### config.mk
export PLATFORM = sky130hd
export DESIGN_NAME = ext_control_input_handler
export DESIGN_NICKNAME = d
export VERILOG_FILES = /design/src/core/ext_ctrl_pkg.sv /design/src/core/ext_control_input_handler.sv
export VERILOG_INCLUDE_DIRS = /design/src /design/src/core
export SDC_FILE = /design/constraint.sdc
export NUM_CORES = 1
export LEC_CHECK = 0
export ABC_AREA = 1
export BUFFER_PORTS_ARGS = -buffer_cell sky130_fd_sc_hd__buf_2
export CORE_UTILIZATION = 57
export CTS_CLUSTER_DIAMETER = 120
export CTS_CLUSTER_SIZE = 8
export DETAILED_ROUTE_END_ITERATION = 7
export PLACE_DENSITY = 0.95
export SETUP_SLACK_MARGIN = 0.1
export SLEW_MARGIN = 5
export SYNTH_ARGS = -nofsm -noshare
export SYNTH_HDL_FRONTEND = slang
export SYNTH_SLANG_ARGS = --single-unit
### constraint.sdc
create_clock -name CLK_IN -period 2.5 [get_ports CLK_IN]
set_input_delay 0.5 -clock CLK_IN [delete_from_list [all_inputs] [get_ports CLK_IN]]
set_output_delay 0.5 -clock CLK_IN [all_outputs]
set_load 0.01 [all_outputs]
### src/core/ext_ctrl_map.svh
/*
  constants for the external control input handler: register offsets,
  field positions, reset values and timing counts.
  assumes a 50 MHz system clock and 32-bit AXI4-Lite word registers.
*/
`ifndef EXT_CTRL_MAP_SVH
`define EXT_CTRL_MAP_SVH

`define CLK_HZ 50_000_000
`define CAL_TIME_MS 400
`define CAL_CYCLES ((`CAL_TIME_MS * 64'(`CLK_HZ)) / 64'd1000)

`define OFF_CTRL 4'h0
`define OFF_STATUS 4'h4
`define OFF_IRQ_STAT 4'h8
`define OFF_IRQ_MASK 4'hC

`define CTRL_EDGE_BIT 0
`define CTRL_SRC_BIT 1
`define CTRL_CALAUTO_BIT 2
`define CTRL_ZFAIL_CLR_BIT 3
`define CTRL_RESET 32'h0000_0002

`define IRQ_MEASURE_REQUEST_IN_BIT 0
`define IRQ_ZERO_BIT 1
`define IRQ_PRINT_BIT 2
`define IRQ_CALDONE_BIT 3
`define IRQ_ZFAIL_BIT 4
`define IRQ_WIDTH 5

`endif

### src/core/ext_ctrl_pkg.sv
/*
  types for the external control input handler.
  assumes ext_ctrl_map.svh holds all numbers.
*/
package ext_ctrl_pkg;
  typedef struct packed {
    logic measure_request;
    logic zero_offset_request;
    logic print_request;
    logic cal_request;
    logic key_lock;
  } ext_pins_t;

  typedef enum logic [1:0] {CAL_IDLE, CAL_WAIT, CAL_RUN} cal_state_t;
endpackage

### src/core/ext_control_input_handler.sv
/*
  external control input handler: synchronises isolated control inputs,
  detects edges and issues measurement, zero, print and calibration pulses,
  plus panel lock gating; registers over AXI4-Lite.
  assumes inputs are asynchronous pins and the controller obeys hold times.
*/
// The placing of the registers and the AXI4-Lite interface to the registers are this design's own decisions.
// Summary of operation
// - trigger on selectable rising or falling edge
// - edge select resets to rising
// - external source: one edge, one measurement
// - internal source ignores trigger pin edges
// - each trigger updates statistics and memory
// - enter key and remote command also trigger
// - zero request rising edge: one adjustment
// - failed zero adjustment drives fault output
// - print request outputs current measured value
// - manual mode: cal rising edge starts calibration
// - auto mode ignores calibration request input
// - calibration lasts about 400 ms
// - cal during measurement waits for its end
// - panel lock disables keys except standby, enter
// - panel lock blocks unlock and remote cancel
`include "ext_ctrl_map.svh"
`timescale 1ns/1ns
`default_nettype none

module ext_control_input_handler
  import ext_ctrl_pkg::*;
#(
  parameter logic [31:0] CAL_CYCLES = 32'(`CAL_CYCLES)
) (
  input wire logic CLK_IN,
  input wire logic RST_N_IN,
  input wire ext_pins_t PINS_IN,
  input wire logic ENTER_KEY_IN,
  input wire logic REMOTE_TRIGGER_COMMAND_IN,
  input wire logic MEAS_BUSY_IN,
  input wire logic ZERO_DONE_IN,
  input wire logic ZERO_FAIL_IN,
  input wire logic [7:0] KEYS_IN,
  input wire logic UNLOCK_KEY_IN,
  input wire logic REMOTE_CANCEL_IN,
  output logic MEAS_START_OUT,
  output logic STATS_UPDATE_OUT,
  output logic ZERO_START_OUT,
  output logic PRINT_OUT,
  output logic CAL_START_OUT,
  output logic CAL_BUSY_OUT,
  output logic MEAS_FAULT_OUT,
  output logic [7:0] KEYS_OUT,
  output logic UNLOCK_OUT,
  output logic REMOTE_CANCEL_OUT,
  output logic IRQ_OUT,
  input wire logic [3:0] S_AXI_AWADDR,
  input wire logic S_AXI_AWVALID,
  output logic S_AXI_AWREADY,
  input wire logic [31:0] S_AXI_WDATA,
  input wire logic [3:0] S_AXI_WSTRB,
  input wire logic S_AXI_WVALID,
  output logic S_AXI_WREADY,
  output logic [1:0] S_AXI_BRESP,
  output logic S_AXI_BVALID,
  input wire logic S_AXI_BREADY,
  input wire logic [3:0] S_AXI_ARADDR,
  input wire logic S_AXI_ARVALID,
  output logic S_AXI_ARREADY,
  output logic [31:0] S_AXI_RDATA,
  output logic [1:0] S_AXI_RRESP,
  output logic S_AXI_RVALID,
  input wire logic S_AXI_RREADY
);

  localparam int KEY_STANDBY = 0;
  localparam int KEY_ENTER = 1;

  //////////////////////////////////////////////////////////////////////////
  // synchronisers and edge history
  ext_pins_t sync1_reg, sync2_reg, hist_reg;

  always_ff @(posedge CLK_IN or negedge RST_N_IN) begin
    if (!RST_N_IN) begin
      sync1_reg <= '0;
      sync2_reg <= '0;
      hist_reg <= '0;
    end else begin
      sync1_reg <= PINS_IN;
      sync2_reg <= sync1_reg;
      hist_reg <= sync2_reg;
    end
  end

  //////////////////////////////////////////////////////////////////////////
  // control registers
  logic [31:0] ctrl_reg, ctrl_next;
  logic [`IRQ_WIDTH-1:0] irq_stat_reg, irq_stat_next, irq_mask_reg, irq_mask_next;
  logic edge_fall, src_internal, cal_auto;
  assign edge_fall = ctrl_reg[`CTRL_EDGE_BIT];
  assign src_internal = ctrl_reg[`CTRL_SRC_BIT];
  assign cal_auto = ctrl_reg[`CTRL_CALAUTO_BIT];

  //////////////////////////////////////////////////////////////////////////
  // event decode
  logic measure_request_in_rise, measure_request_in_fall, pin_trigger, any_trigger, zero_edge, print_edge, cal_edge;
  assign measure_request_in_rise = sync2_reg.measure_request & ~hist_reg.measure_request;
  assign measure_request_in_fall = ~sync2_reg.measure_request & hist_reg.measure_request;
  assign pin_trigger = ~src_internal & (edge_fall ? measure_request_in_fall : measure_request_in_rise);
  assign any_trigger = pin_trigger | ENTER_KEY_IN | REMOTE_TRIGGER_COMMAND_IN;
  assign zero_edge = sync2_reg.zero_offset_request & ~hist_reg.zero_offset_request;
  assign print_edge = sync2_reg.print_request & ~hist_reg.print_request;
  assign cal_edge = ~cal_auto & sync2_reg.cal_request & ~hist_reg.cal_request;

  //////////////////////////////////////////////////////////////////////////
  // calibration sequencer
  cal_state_t cal_state_reg, cal_state_next;
  logic [31:0] cal_cnt_reg, cal_cnt_next;
  logic cal_start, cal_done;

  always_comb begin
    cal_state_next = cal_state_reg;
    cal_cnt_next = cal_cnt_reg;
    cal_start = 1'b0;
    cal_done = 1'b0;
    case (cal_state_reg)
      CAL_IDLE: begin
        if (cal_edge) begin
          if (MEAS_BUSY_IN) begin
            cal_state_next = CAL_WAIT;
          end else begin
            cal_start = 1'b1;
            cal_cnt_next = CAL_CYCLES;
            cal_state_next = CAL_RUN;
          end
        end
      end
      CAL_WAIT: begin
        if (!MEAS_BUSY_IN) begin
          cal_start = 1'b1;
          cal_cnt_next = CAL_CYCLES;
          cal_state_next = CAL_RUN;
        end
      end
      CAL_RUN: begin
        if (cal_cnt_reg <= 32'h0000_0001) begin
          cal_done = 1'b1;
          cal_cnt_next = '0;
          cal_state_next = CAL_IDLE;
        end else begin
          cal_cnt_next = cal_cnt_reg - 32'h0000_0001;
        end
      end
      default: begin
        cal_state_next = CAL_IDLE;
      end
    endcase
  end

  always_ff @(posedge CLK_IN or negedge RST_N_IN) begin
    if (!RST_N_IN) begin
      cal_state_reg <= CAL_IDLE;
      cal_cnt_reg <= '0;
    end else begin
      cal_state_reg <= cal_state_next;
      cal_cnt_reg <= cal_cnt_next;
    end
  end

  //////////////////////////////////////////////////////////////////////////
  // action outputs and fault
  logic fault_reg, fault_next;
  logic zfail_clr;
  logic [7:0] keys_next;

  always_comb begin
    fault_next = fault_reg;
    if (zfail_clr) begin
      fault_next = 1'b0;
    end
    if (ZERO_FAIL_IN) begin
      fault_next = 1'b1;
    end
    keys_next = KEYS_IN;
    if (sync2_reg.key_lock) begin
      keys_next = KEYS_IN & ((8'h01 << KEY_STANDBY) | (8'h01 << KEY_ENTER));
    end
  end

  always_ff @(posedge CLK_IN or negedge RST_N_IN) begin
    if (!RST_N_IN) begin
      MEAS_START_OUT <= 1'b0;
      STATS_UPDATE_OUT <= 1'b0;
      ZERO_START_OUT <= 1'b0;
      PRINT_OUT <= 1'b0;
      CAL_START_OUT <= 1'b0;
      CAL_BUSY_OUT <= 1'b0;
      fault_reg <= 1'b0;
      KEYS_OUT <= '0;
      UNLOCK_OUT <= 1'b0;
      REMOTE_CANCEL_OUT <= 1'b0;
    end else begin
      MEAS_START_OUT <= any_trigger;
      STATS_UPDATE_OUT <= any_trigger;
      ZERO_START_OUT <= zero_edge;
      PRINT_OUT <= print_edge;
      CAL_START_OUT <= cal_start;
      CAL_BUSY_OUT <= (cal_state_next == CAL_RUN);
      fault_reg <= fault_next;
      KEYS_OUT <= keys_next;
      UNLOCK_OUT <= UNLOCK_KEY_IN & ~sync2_reg.key_lock;
      REMOTE_CANCEL_OUT <= REMOTE_CANCEL_IN & ~sync2_reg.key_lock;
    end
  end
  assign MEAS_FAULT_OUT = fault_reg;

  //////////////////////////////////////////////////////////////////////////
  // axi4-lite slave
  logic aw_hold_reg, aw_hold_next, w_hold_reg, w_hold_next;
  logic [3:0] aw_addr_reg, aw_addr_next;
  logic [31:0] w_data_reg, w_data_next;
  logic [3:0] w_strb_reg, w_strb_next;
  logic bvalid_next, arready_next, rvalid_next;
  logic [1:0] bresp_next, rresp_next;
  logic [31:0] rdata_next, rd_word, wr_word;
  logic do_write, do_read, stat_rd_clr;
  logic [`IRQ_WIDTH-1:0] events;

  assign events = {ZERO_FAIL_IN, cal_done, print_edge, ZERO_DONE_IN, any_trigger};

  always_comb begin
    aw_hold_next = aw_hold_reg;
    w_hold_next = w_hold_reg;
    aw_addr_next = aw_addr_reg;
    w_data_next = w_data_reg;
    w_strb_next = w_strb_reg;
    if (S_AXI_AWVALID && S_AXI_AWREADY) begin
      aw_hold_next = 1'b1;
      aw_addr_next = S_AXI_AWADDR;
    end
    if (S_AXI_WVALID && S_AXI_WREADY) begin
      w_hold_next = 1'b1;
      w_data_next = S_AXI_WDATA;
      w_strb_next = S_AXI_WSTRB;
    end
    do_write = aw_hold_reg && w_hold_reg && !S_AXI_BVALID;
    if (do_write) begin
      aw_hold_next = 1'b0;
      w_hold_next = 1'b0;
    end
    bvalid_next = S_AXI_BVALID & ~S_AXI_BREADY;
    bresp_next = S_AXI_BRESP;
    if (do_write) begin
      bvalid_next = 1'b1;
      bresp_next = (aw_addr_reg[1:0] == 2'h0) ? 2'h0 : 2'h2;
    end
    do_read = S_AXI_ARVALID && S_AXI_ARREADY;
    arready_next = ~S_AXI_ARREADY & ~S_AXI_RVALID & S_AXI_ARVALID;
    rvalid_next = S_AXI_RVALID & ~S_AXI_RREADY;
    rdata_next = S_AXI_RDATA;
    rresp_next = S_AXI_RRESP;
    rd_word = '0;
    stat_rd_clr = 1'b0;
    case (S_AXI_ARADDR)
      `OFF_CTRL: rd_word = ctrl_reg;
      `OFF_STATUS: rd_word = {26'h000_0000, sync2_reg.key_lock, fault_reg,
                              (cal_state_reg == CAL_WAIT), CAL_BUSY_OUT,
                              MEAS_BUSY_IN, src_internal};
      `OFF_IRQ_STAT: begin
        rd_word = {27'h000_0000, irq_stat_reg};
        stat_rd_clr = do_read;
      end
      `OFF_IRQ_MASK: rd_word = {27'h000_0000, irq_mask_reg};
      default: rd_word = '0;
    endcase
    if (do_read) begin
      rvalid_next = 1'b1;
      rdata_next = rd_word;
      rresp_next = (S_AXI_ARADDR[1:0] == 2'h0) ? 2'h0 : 2'h2;
    end
    wr_word = ctrl_reg;
    for (int i = 0; i < 4; i++) begin
      if (w_strb_reg[i]) begin
        wr_word[i*8 +: 8] = w_data_reg[i*8 +: 8];
      end
    end
    ctrl_next = ctrl_reg;
    irq_mask_next = irq_mask_reg;
    zfail_clr = 1'b0;
    if (do_write && aw_addr_reg == `OFF_CTRL) begin
      ctrl_next = {29'h0000_0000, wr_word[2:0]};
      zfail_clr = wr_word[`CTRL_ZFAIL_CLR_BIT];
    end
    if (do_write && aw_addr_reg == `OFF_IRQ_MASK) begin
      irq_mask_next = w_strb_reg[0] ? w_data_reg[`IRQ_WIDTH-1:0] : irq_mask_reg;
    end
    irq_stat_next = (stat_rd_clr ? '0 : irq_stat_reg) | events;
  end

  always_ff @(posedge CLK_IN or negedge RST_N_IN) begin
    if (!RST_N_IN) begin
      aw_hold_reg <= 1'b0;
      w_hold_reg <= 1'b0;
      aw_addr_reg <= '0;
      w_data_reg <= '0;
      w_strb_reg <= '0;
      S_AXI_AWREADY <= 1'b0;
      S_AXI_WREADY <= 1'b0;
      S_AXI_BVALID <= 1'b0;
      S_AXI_BRESP <= 2'h0;
      S_AXI_ARREADY <= 1'b0;
      S_AXI_RVALID <= 1'b0;
      S_AXI_RDATA <= '0;
      S_AXI_RRESP <= 2'h0;
      ctrl_reg <= `CTRL_RESET;
      irq_stat_reg <= '0;
      irq_mask_reg <= '0;
      IRQ_OUT <= 1'b0;
    end else begin
      aw_hold_reg <= aw_hold_next;
      w_hold_reg <= w_hold_next;
      aw_addr_reg <= aw_addr_next;
      w_data_reg <= w_data_next;
      w_strb_reg <= w_strb_next;
      S_AXI_AWREADY <= ~aw_hold_next & ~S_AXI_AWREADY & S_AXI_AWVALID;
      S_AXI_WREADY <= ~w_hold_next & ~S_AXI_WREADY & S_AXI_WVALID;
      S_AXI_BVALID <= bvalid_next;
      S_AXI_BRESP <= bresp_next;
      S_AXI_ARREADY <= arready_next;
      S_AXI_RVALID <= rvalid_next;
      S_AXI_RDATA <= rdata_next;
      S_AXI_RRESP <= rresp_next;
      ctrl_reg <= ctrl_next;
      irq_stat_reg <= irq_stat_next;
      irq_mask_reg <= irq_mask_next;
      IRQ_OUT <= |(irq_stat_next & irq_mask_next);
    end
  end

endmodule

`default_nettype wire

Word level (Yosys, flattened, before mapping)
Cells that the tools add are included.
Widths: inputs -> output; s select.
Word-level totals
  flip-flop bits (word level): 131
  latch bits: 0
  bits in writable memories: 0
  ROM bits: 0
  bits of input ports: 71
  output and inout port bits: 59
  logic and storage cells: 140
  memories: 0
Operators by class
  $add $sub $neg: 1
  multiply operators: 0
  divide/modulo/power cells: 0
  order comparisons: 1
  equality and inequality tests: 8
  shift operators: 0
  multiplexer cells: 33
  bitwise operators: 37
  reductions and logical operators: 18
Operators with widths (count)
  $mux 32: 3
  $pmux 32 s3: 1
  $le 32x1->1 const B: 1
  $sub 32x1->32 const B: 1
  $pmux 6 s4: 1
  $and 1x1->1: 17
  $not 1->1: 16
  $mux 1: 15
  $mux 5: 3
  $eq 4x4->1 const B: 3
  $mux 2: 6
  $logic_not 4->1: 2
  $mux 8: 1
  $logic_and 1x1->1: 7
  $logic_not 2->1: 3
  $pmux 2 s3: 1
  $and 5x5->5: 1
  $or 5x5->5: 1
  $reduce_or 5->1: 1
  $eq 2x2->1 const B: 2
  $eq 4x3->1 const B: 1
  $mux 4: 1
  $reduce_and 2->1: 2
  $reduce_bool 3->1: 1
  other kinds (6): 7

Depth between registers and ports, before layout
Gate-level depths: netlist of run 1.
  word-level depth: 9
  depth in mapped cells: 11
  gate-level depth less buffers: 11

Least setup slack after synthesis of run 1
Ideal clock, no wire load.
  kind: flip-flop to flip-flop
  from: register cal_cnt_reg[0]
  to: register cal_cnt_reg[26]
  setup time: 0.117 ns
  arrival time: 1.387 ns
  data required time: 2.383 ns
  slack: 0.997 ns
  cell stages (with the launch flop): 10
  path buffers: 0
  clock period less this slack: 1.503 ns
  cells stage by stage: dfrtp_1 > inv_1 > ha_1 > nand3_1 > nor2_2 > nand2_1 > nor2_2 > nand4_1 > nand2_1 > nand2_1
On the way
  cells in the longest elaborated chain, start to end: 3
  elaborated cells on any way between the ends: 4
  those cells by class: add/sub: 1; order compare: 1; mux: 2
RTL lines
  start: declaration: line ext_control_input_handler.sv:116  | logic [31:0] cal_cnt_reg, cal_cnt_next;
  start signal: assignment: line ext_control_input_handler.sv:164  | cal_cnt_reg <= cal_cnt_next;
  $sub 32x1->32 / $le 32x1->1 (equally long branches): line ext_control_input_handler.sv:149, ext_control_input_handler.sv:144
  $mux 32 (*): line ext_control_input_handler.sv:144  | if (cal_cnt_reg <= 32'h0000_0001) begin
  $pmux 32 s3 (*): line ext_control_input_handler.sv:124  | case (cal_state_reg)
Mark *: on every way between the ends. The rest lies on a longest branch, timed or not.
A chain may end at the register's enable or synchronous reset.

Worst setup path in the final report of run 1
  from: register cal_cnt_reg[0]
  to: register cal_cnt_reg[30]
Same word-level chain as after synthesis.

==> qor.txt, run 1 <==
Outcome -> finished clean
Post-CTS Setup Repair Bufs -> 0
Placer Congestion -> 0.887
Post-Syn Area -> 0.00500 mm^2
Core area -> 0.00834 mm^2
Setup repair after global routing missed its margin -> false
#FFs+latches synth -> 103
Die area -> 0.00915 mm^2
Initial core utilization -> 59.9%
FFs w/ async S/R, synth -> 100%
Hold Fails Final Rpt -> 0
Int Pwr -> 2.52 mW
CTS tree -> built
Worst reg2reg path endpoint -> cal_cnt_reg[30]
Fin. max-slew vios -> 0
Worst Setup Path Type -> flop to flop
Clk pwr share -> 27.0%
Fill count -> 654
PwrDens -> 661 mW/mm^2
Most common cell after layout, fill and taps aside -> nand2_1
# H-tree levels -> 3
Vias in the first global route -> 3913
IO Port Bufs -> 71
Reg-to-reg startpoint -> cal_cnt_reg[0]
Cell taking the most area after synthesis -> dfrtp_1
Min-Delay Path Class -> input port to async pin
Crit end category -> flop
Unique masters post-synth -> 36
Reg2reg setup slack -> 0.59 ns
Die H -> 95.6 um
Fmax -> 0.524 GHz
Maximum capacitance violations -> 0
Worst reg2reg path depth -> 8
Switching part of the total power -> 31.5%
Share of power burned in registers -> 55.5%
Via Count -> 4191
First-pass GRT wire length -> 17700 um
Share of cells above drive strength 1 -> 15.9%
Post-synth EDFFs -> 0
Lkg Pwr -> 2.81 nW
WL final -> 10600 um
Gr usage total -> 25.6%
Final Critical Period -> 1.91 ns
CTS Root Cell -> clkbuf_8
Number of CTS-inserted buffers -> 9
Req. time, crit path -> 2.77 ns
Seq/Total Area, Yosys -> 51.6%
TritonCTS Sinks -> 103
PostCTS Resize Cnt -> 0
Die width -> 95.6 um
Clock Skew -> 0.00867 ns
CP startpoint -> cal_cnt_reg[0]
DP HPWL -> 7970 um
Remaining Overflow, GRT -> 0
Ant diodes -> 0
I/O pins -> 130
Yosys top cell area share -> 51.1%
Post-DR vias/cell -> 5.18
DRT Pass-1 Iters -> 6
# rows -> 33
Post-DR wirelength/cell -> 13.1 um
Synthesis Warnings -> 0
Worst Max-Slew Pin Slew -> 0.645 ns
Final setup vio count -> 0
Largest net degree at the start of global routing -> 50
Syn avg cell area -> 8.02 um^2
Clock slew at reported path FFs -> 0.10 ns
VDD IR-drop max -> 0.000547 V
DRC -> 0
ANT nets after route -> 0
Max reg flops -> 32
Clk_lat worst skew -> 0.37 ns
Final hold slack -> 0.132 ns
Top cells by area, synth -> dfrtp_1 (51%), nand2_1 (14%), nor2_1 (6.4%)
Final clock period utilization by the worst path -> 76.3%
CP max FO -> 14
Initial antenna violation count -> 0
Drt initial violations -> 289
Crit path DAT -> 2.18 ns
Most used DFF post-synth -> dfrtp_1
Synthesized instance count -> 623
Comb pwr share -> 17.5%
Commonest non-fill, non-tap cells in the layout -> nand2_1 (181), dfrtp_1 (102), nor2_1 (85)
Startpoint types -> flop
TNS Setup -> 0 ns
Slew headroom -> 57.0%
Nets -> 772
CTS Hold Bufs -> 0
NetSw -> 1.16 mW
Area Overhead vs Synth -> 11.3%
Max clock buf depth -> 2
## synthesized netlist by cell type (7+ instances only)
master   number
dfrtp_1     102
buf_4        29
o22ai_1       9
inv_1        65
nor2_1       85
nand3_1      28
a21oi_1       7
o21ai_0      50
nand4_1       8
nor2_2        9
nand2_1     181
xor2_1       13
## critical path, cell delays in order, from the launching register on
cell and delay (ns):
dfrtp_1 0.44, inv_1 0.10, ha_1 0.27, o211ai_1 0.16, o21ai_2 0.39, buf_4 0.28
nor2_1 0.06, nand2_1 0.06, nand2_1 0.04
## through the flow
stage	setup slack [ns]	area, um^2	std cells	util (%)	total power [mW]
global placement	0.640	5370	793	64.4	2.66
finish	0.593	5560	809	66.7	3.68
detailed placement	0.575	5370	793	64.4	2.71
floorplan	0.997	5100	650	-	2.47
CTS	0.613	5560	809	66.7	3.69
global route	0.423	5560	809	66.7	3.89
## power groups by stage
stage / combinational [mW] / clock [mW] / sequential (mW)
finish: 0.644 / 0.992 / 2.04
global placement: 0.608 / 0 / 2.05
detailed placement: 0.643 / 0 / 2.07
floorplan: 0.418 / 0 / 2.05
global route: 0.738 / 1.08 / 2.07
CTS: 0.646 / 1.01 / 2.04
## routing by layer
layer | up-vias | routed length, um | GRT usage (%)
li1 | 2049 | - | -
met1 | 1899 | 4560 | 33.3
met2 | 205 | 4900 | 40.1
met3 | 38 | 753 | 5.02
met4 | 0 | 405 | 14.1
met5 | - | 0 | 0
## cell type report
cell class                      instances  area, um^2  share of cell area (%)
Clock buffer                           10         138                    2.47
Sequential cell                       103        2580                    46.4
Tap cell                              105         131                    2.36
Timing Repair Buffer                   75         400                    7.20
Inverter                               66         248                    4.45
Clock inverter                          6        51.3                   0.922
Multi-Input combinational cell        444        2020                    36.2
## logic make-up (layout without fill, tap and decap cells)
family / count (synthesis) / after routing / share of synthesized area (%)
buffers and inverters: 103 / 157 / 10.1
AO/OA/AOI/OAI: 71 / 71 / 7.56
other: 1 / 28 / 0.0750
flip-flops: 103 / 103 / 51.6
XOR/XNOR: 16 / 16 / 2.80
AND/OR/NAND/NOR: 327 / 327 / 27.4
adder cells (fa/ha/maj): 2 / 2 / 0.501
## worst max path at each step
stage               slack, ns  cells after the start              end
global route             0.42                      9  cal_cnt_reg[30]
floorplan                 1.0                      9  cal_cnt_reg[26]
CTS                      0.61                      8  cal_cnt_reg[30]
detailed placement       0.57                     11          IRQ_OUT
finish                   0.59                      8  cal_cnt_reg[30]
global placement         0.64                      9  cal_cnt_reg[30]
Note: power is estimated with default switching activity, not from simulation.
==> run 2: changes to the inputs <==
--- a/config.mk
+++ b/config.mk
@@ -8,11 +8,11 @@
 export LEC_CHECK = 0
 export ABC_AREA = 1
 export BUFFER_PORTS_ARGS = -buffer_cell sky130_fd_sc_hd__buf_2
-export CORE_UTILIZATION = 57
+export CORE_UTILIZATION = 53
 export CTS_CLUSTER_DIAMETER = 120
 export CTS_CLUSTER_SIZE = 8
 export DETAILED_ROUTE_END_ITERATION = 7
-export PLACE_DENSITY = 0.95
+export PLACE_DENSITY = 0.9
 export SETUP_SLACK_MARGIN = 0.1
 export SLEW_MARGIN = 5
 export SYNTH_ARGS = -nofsm -noshare
==> constraint.sdc (replaced) <==
create_clock -name CLK_IN -period 1.99 [get_ports CLK_IN]
set_input_delay 0.398 -clock CLK_IN [delete_from_list [all_inputs] [get_ports CLK_IN]]
set_output_delay 0.398 -clock CLK_IN [all_outputs]
set_load 0.01 [all_outputs]
==> qor.txt, run 2 (synthesis results as in run 1) <==
Fin area -> 0.00565 mm^2 (was 0.00556 mm^2)
CP max FO -> 7 (was 14)
Fin. max-slew vios -> 0 (unchanged)
Top sig layer -> met4 (unchanged)
Setup repair after global routing missed its margin -> false (unchanged)
Number of CTS-inserted buffers -> 9 (unchanged)
Critical path buffers and inverters -> 3 (was 2)
Maximum capacitance violations -> 0 (unchanged)
Share of cells above drive strength 1 -> 16.9% (was 15.9%)
Reg-to-reg startpoint -> cal_cnt_reg[0] (unchanged)
Initial antenna violation count -> 0 (unchanged)
DP HPWL -> 8180 um (was 7970 um)
Reg2reg setup slack -> 0.24 ns (was 0.59 ns)
Fmax -> 0.573 GHz (was 0.524 GHz)
CP startpoint -> cal_cnt_reg[0] (unchanged)
Final setup vio count -> 0 (unchanged)
Placed cell area -> 0.00543 mm^2 (was 0.00537 mm^2)
Max reg flops -> 32 (unchanged)
CP endpoint -> cal_cnt_reg[30] (unchanged)
Initial core utilization -> 54.4% (was 59.9%)
Post-DR wirelength/cell -> 13.2 um (was 13.1 um)
Startpoint types -> flop (unchanged)
Lkg Pwr -> 2.84 nW (was 2.81 nW)
Critical-path cell list -> inv_1 > ha_2 > o211ai_1 > buf_4 > o21ai_4 > buf_4 > nor2_1 > nand2_1 > nand2_1 (was inv_1 > ha_1 > o211ai_1 > o21ai_2 > buf_4 > nor2_1 > nand2_1 > nand2_1)
Slew headroom -> 64.0% (was 57.0%)
I/O pins -> 130 (unchanged)
WL final -> 10800 um (was 10600 um)
Violated checks -> negative hold slack
Remaining Overflow, GRT -> 0 (unchanged)
Die width -> 99.1 um (was 95.6 um)
M1 WL -> 4610 um (was 4560 um)
Clock slew at reported path FFs -> 0.10 ns (about the same)
NetSw -> 1.46 mW (was 1.16 mW)
Met2 wire length -> 5280 um (was 4900 um)
TNS Setup -> 0 ns (unchanged)
Post-DR vias/cell -> 5.19 (was 5.18)
DRT Pass-1 Iters -> 6 (unchanged)
Crit path DAT -> 2.03 ns (was 2.18 ns)
Gr usage total -> 23.9% (was 25.6%)
CTS Root Cell -> clkbuf_8 (unchanged)
Outcome -> finished with violations (was finished clean)
Worst reg2reg path endpoint -> cal_cnt_reg[30] (unchanged)
Worst Setup Path Type -> flop to flop (unchanged)
Clk pwr share -> 28.2% (was 27.0%)
Nets -> 778 (was 772)
Share of power burned in registers -> 54.5% (was 55.5%)
Max clock buf depth -> 2 (unchanged)
VDD IR-drop max -> 0.000651 V (was 0.000547 V)
First-pass GRT wire length -> 18500 um (was 17700 um)
Req. time, crit path -> 2.27 ns (was 2.77 ns)
IO Port Bufs -> 71 (unchanged)
Worst reg2reg path depth -> 9 (was 8)
CTS tree -> built (unchanged)
Met3 wire len -> 751 um (was 753 um)
Int Pwr -> 3.26 mW (was 2.52 mW)
Final Util -> 61.4% (was 66.7%)
Hold Fails Final Rpt -> 14 (was 0)
Largest net degree at the start of global routing -> 39 (was 50)
Die H -> 99.1 um (was 95.6 um)
TritonCTS Sinks -> 103 (unchanged)
Final clock period utilization by the worst path -> 87.7% (was 76.3%)
Placer Congestion -> 0.972 (was 0.887)
Final Critical Period -> 1.75 ns (was 1.91 ns)
ANT nets after route -> 0 (unchanged)
Die area -> 0.00982 mm^2 (was 0.00915 mm^2)
Most common cell after layout, fill and taps aside -> nand2_1 (unchanged)
Drt initial violations -> 245 (was 289)
Crit end category -> flop (unchanged)
Critical path depth -> 9 (was 8)
Final hold slack -> -0.00871 ns (was 0.132 ns)
Via Count -> 4257 (was 4191)
Vias in the first global route -> 4067 (was 3913)
Worst Max-Slew Pin Slew -> 0.540 ns (was 0.645 ns)
Clock Skew -> 0.00922 ns (was 0.00867 ns)
DRC -> 0 (unchanged)
Ant diodes -> 0 (unchanged)
Commonest non-fill, non-tap cells in the layout -> nand2_1 (181), dfrtp_1 (102), nor2_1 (84) (was nand2_1 (181), dfrtp_1 (102), nor2_1 (85))
Core area -> 0.00920 mm^2 (was 0.00834 mm^2)
# H-tree levels -> 3 (unchanged)
Min-Delay Path Class -> input port to async pin (unchanged)
# rows -> 35 (was 33)
PwrDens -> 835 mW/mm^2 (was 661 mW/mm^2)
Top Family by Delay on Critical Path -> buffers and inverters (was compound AO/OA/AOI/OAI gates)
Clk_lat worst skew -> 0.38 ns (was 0.37 ns)
Comb pwr share -> 17.3% (was 17.5%)
Area Overhead vs Synth -> 13.0% (was 11.3%)
CP max stage delay -> 0.43 ns (was 0.44 ns)
Worst path slowest cell -> dfrtp_1 (unchanged)
Switching part of the total power -> 31.0% (was 31.5%)
[run 2: worst min-delay path by stage]
stage	start	end	slack (ns)	depth (start not counted)
2_1_floorplan	RST_N_IN	CAL_BUSY_OUT	0.10	0
3_3_place_gp	sync1_reg[2]	sync2_reg[2]	0.33	0
3_5_place_dp	sync1_reg[0]	sync2_reg[0]	0.34	0
4_1_cts	RST_N_IN	cal_cnt_reg[28]	0.008	1
5_1_grt	RST_N_IN	cal_cnt_reg[31]	0.02	1
6_report	RST_N_IN	cal_cnt_reg[26]	-0.009	1
[run 2: routing by layer]
metal / global-route usage [%] / vias to the layer above
met1: 31.2 / 2002
met2: 40.3 / 174
met5: 0 / -
met3: 4.99 / 21
li1: - / 2060
met4: 7.35 / 0
[run 2: power groups by stage]
stage | clock network (mW) | registers, mW | logic, mW
after floorplan | 0 | 2.58 | 0.526
after global placement | 0 | 2.58 | 0.770
after detailed placement | 0 | 2.60 | 0.814
after CTS | 1.33 | 2.56 | 0.819
after global routing | 1.43 | 2.60 | 0.944
final | 1.33 | 2.57 | 0.817
[run 2: cell type report]
| type | instances | area (um^2) |
|---|---|---|
| fill | 764 | 3550 |
| clock buffer | 10 | 128 |
| tap | 111 | 139 |
| sequential | 103 | 2580 |
| timing repair buffer | 81 | 458 |
| inverter | 66 | 248 |
| multi-input combinational | 444 | 2030 |
| clock inverter | 6 | 66.3 |
[run 2: timing repair]
| action | CTS | global route |
|---|---|---|
| buffers inserted | 0 | 1 |
| hold buffers | 0 | 0 |
| gates resized for setup | 0 | 4 |
| setup endpoints to repair | 0 | 19 |
[run 2: stage by stage]
stage,instances,setup WS [ns],power [mW]
finish,821,0.245,4.72
global route,821,0.0976,4.98
CTS,820,0.169,4.72
detailed placement,804,0.182,3.42
global placement,804,0.294,3.35
floorplan,650,0.487,3.11
==> run 3: changes to the inputs <==
--- a/config.mk
+++ b/config.mk
@@ -13,6 +13,7 @@
 export CTS_CLUSTER_SIZE = 8
 export DETAILED_ROUTE_END_ITERATION = 7
 export PLACE_DENSITY = 0.9
+export REMOVE_ABC_BUFFERS = 1
 export SETUP_SLACK_MARGIN = 0.1
 export SLEW_MARGIN = 5
 export SYNTH_ARGS = -nofsm -noshare
==> qor.txt, run 3 (synthesis results as in run 1) <==
Final clock period utilization by the worst path -> 88.6% (was 87.7%)
Gr usage total -> 24.3% (was 23.9%)
Max reg flops -> 32 (unchanged)
Critical path buffers and inverters -> 2 (was 3)
CP endpoint -> cal_cnt_reg[17] (was cal_cnt_reg[30])
PwrDens -> 840 mW/mm^2 (was 835 mW/mm^2)
Post-DR vias/cell -> 5.21 (was 5.19)
Req. time, crit path -> 2.25 ns (was 2.27 ns)
Clock slew at reported path FFs -> 0.10 ns (about the same)
Post-DR wirelength/cell -> 13.4 um (was 13.2 um)
# H-tree levels -> 3 (unchanged)
Clock Skew -> 0.00895 ns (was 0.00922 ns)
Pre-CTS setup slack -> 0.192 ns (was 0.182 ns)
Nets -> 779 (was 778)
Fmax -> 0.567 GHz (was 0.573 GHz)
Placed Cells incl. Taps -> 804 (unchanged)
Commonest non-fill, non-tap cells in the layout -> nand2_1 (181), dfrtp_1 (102), nor2_1 (84) (unchanged)
Worst reg2reg path endpoint -> cal_cnt_reg[17] (was cal_cnt_reg[30])
Finished Layout Cells -> 822 (was 821)
Setup repair after global routing missed its margin -> false (unchanged)
Reg2reg setup slack -> 0.23 ns (was 0.24 ns)
Fin. max-slew vios -> 0 (unchanged)
CP max stage delay -> 0.45 ns (was 0.43 ns)
Share of cells above drive strength 1 -> 17.0% (was 16.9%)
Reg-to-reg startpoint -> cal_cnt_reg[0] (unchanged)
Final hold slack -> 0.120 ns (was -0.00871 ns)
Die H -> 99.1 um (unchanged)
Vias in the first global route -> 4271 (was 4067)
Maximum capacitance violations -> 0 (unchanged)
Worst Setup Path Type -> flop to flop (unchanged)
Clk_lat worst skew -> 0.38 ns (about the same)
Initial antenna violation count -> 0 (unchanged)
Hold depth -> 1
Critical-path cell list -> inv_1 > ha_2 > o211ai_1 > o21ai_2 > buf_4 > o22ai_1 (was inv_1 > ha_2 > o211ai_1 > buf_4 > o21ai_4 > buf_4 > nor2_1 > nand2_1 > nand2_1)
DP HPWL -> 8230 um (was 8180 um)
Die width -> 99.1 um (unchanged)
Most common cell after layout, fill and taps aside -> nand2_1 (unchanged)
Final Critical Period -> 1.76 ns (was 1.75 ns)
Max clock buf depth -> 2 (unchanged)
Top Family by Delay on Critical Path -> compound AO/OA/AOI/OAI gates (was buffers and inverters)
IO Port Bufs -> 71 (unchanged)
I/O pins -> 130 (unchanged)
Initial core utilization -> 54.4% (unchanged)
CP max FO -> 13 (was 7)
Crit path DAT -> 2.03 ns (about the same)
Worst reg2reg path depth -> 6 (was 9)
DRT Pass-1 Iters -> 5 (was 6)
Ant diodes -> 0 (unchanged)
First-pass GRT wire length -> 18900 um (was 18500 um)
Final Util -> 61.4% (about the same)
Die area -> 0.00982 mm^2 (unchanged)
Largest net degree at the start of global routing -> 32 (was 39)
Outcome -> finished clean (was finished with violations)
Worst path slowest cell -> dfrtp_1 (unchanged)
Placer Congestion -> 0.911 (was 0.972)
Placed cell area -> 0.00542 mm^2 (was 0.00543 mm^2)
TNS Setup -> 0 ns (unchanged)
Number of CTS-inserted buffers -> 9 (unchanged)
Min-Delay Path Class -> input port to flop (was input port to async pin)
ANT nets after route -> 0 (unchanged)
TritonCTS Sinks -> 103 (unchanged)
DRC -> 0 (unchanged)
Via Count -> 4286 (was 4257)
VDD IR-drop max -> 0.000560 V (was 0.000651 V)
CP startpoint -> cal_cnt_reg[0] (unchanged)
Area Overhead vs Synth -> 13.0% (about the same)
Remaining Overflow, GRT -> 0 (unchanged)
CTS tree -> built (unchanged)
Drt initial violations -> 289 (was 245)
Critical path depth -> 6 (was 9)
Core area -> 0.00920 mm^2 (unchanged)
Final setup vio count -> 0 (unchanged)
Fin area -> 0.00565 mm^2 (about the same)
Hold Fails Final Rpt -> 0 (was 14)
CTS Root Cell -> clkbuf_8 (unchanged)
WL final -> 11000 um (was 10800 um)
Setup WS post-layout -> 0.227 ns (was 0.245 ns)
Power, Total -> 4.74 mW (was 4.72 mW)
Startpoint types -> flop (unchanged)
# rows -> 35 (unchanged)
Crit end category -> flop (unchanged)
Lkg Pwr -> 2.84 nW (about the same)
-- run 3: worst min-delay path by stage --
stage | start | to | slack, ns
after floorplan | RST_N_IN | CAL_BUSY_OUT | 0.10
after global placement | sync1_reg[2] | sync2_reg[2] | 0.33
after detailed placement | sync1_reg[1] | sync2_reg[1] | 0.33
after CTS | PINS_IN[1] | sync1_reg[1] | 0.11
after global routing | PINS_IN[0] | sync1_reg[0] | 0.10
final | PINS_IN[1] | sync1_reg[1] | 0.12
-- run 3: final cells by class --
| class | instances | area (um^2) |
|---|---|---|
| clock buffers | 9 | 124 |
| clock inverters | 7 | 78.8 |
| fillers | 766 | 3550 |
| inverters | 66 | 248 |
| multi-input cells | 444 | 2030 |
| flip-flops and latches | 103 | 2580 |
| well taps | 111 | 139 |
| repair buffers | 82 | 455 |
-- run 3: metal layers --
| layer | vias up | GRT usage (%) | part of all wire, % |
|---|---|---|---|
| met1 | 2024 | 31.6 | 44 |
| met4 | 0 | 9.84 | 2.5 |
| met5 | - | 0 | 0 |
| li1 | 2066 | - | - |
| met3 | 30 | 5.27 | 5.3 |
| met2 | 166 | 40.1 | 48 |
-- run 3: timing repair --
item | CTS | global route
hold buffers | 1 | 0
hold endpoints to repair | 26 | 0
setup endpoints to repair | 0 | 21
resized for setup | 0 | 3
buffers inserted | 0 | 1
-- run 3: where the power goes --
part           internal (mW)  leakage [nW]  switching [mW]
clock network          0.597        0.0982           0.768
registers               2.38          1.20           0.177
logic                  0.279          1.54           0.540
total                   3.26          2.84            1.48
-- run 3: worst reg2reg max path: stages (launching register included) --
cell	delay, ns
dfrtp_1	0.45
inv_1	0.10
ha_2	0.24
o211ai_1	0.16
o21ai_2	0.33
buf_4	0.26
o22ai_1	0.11
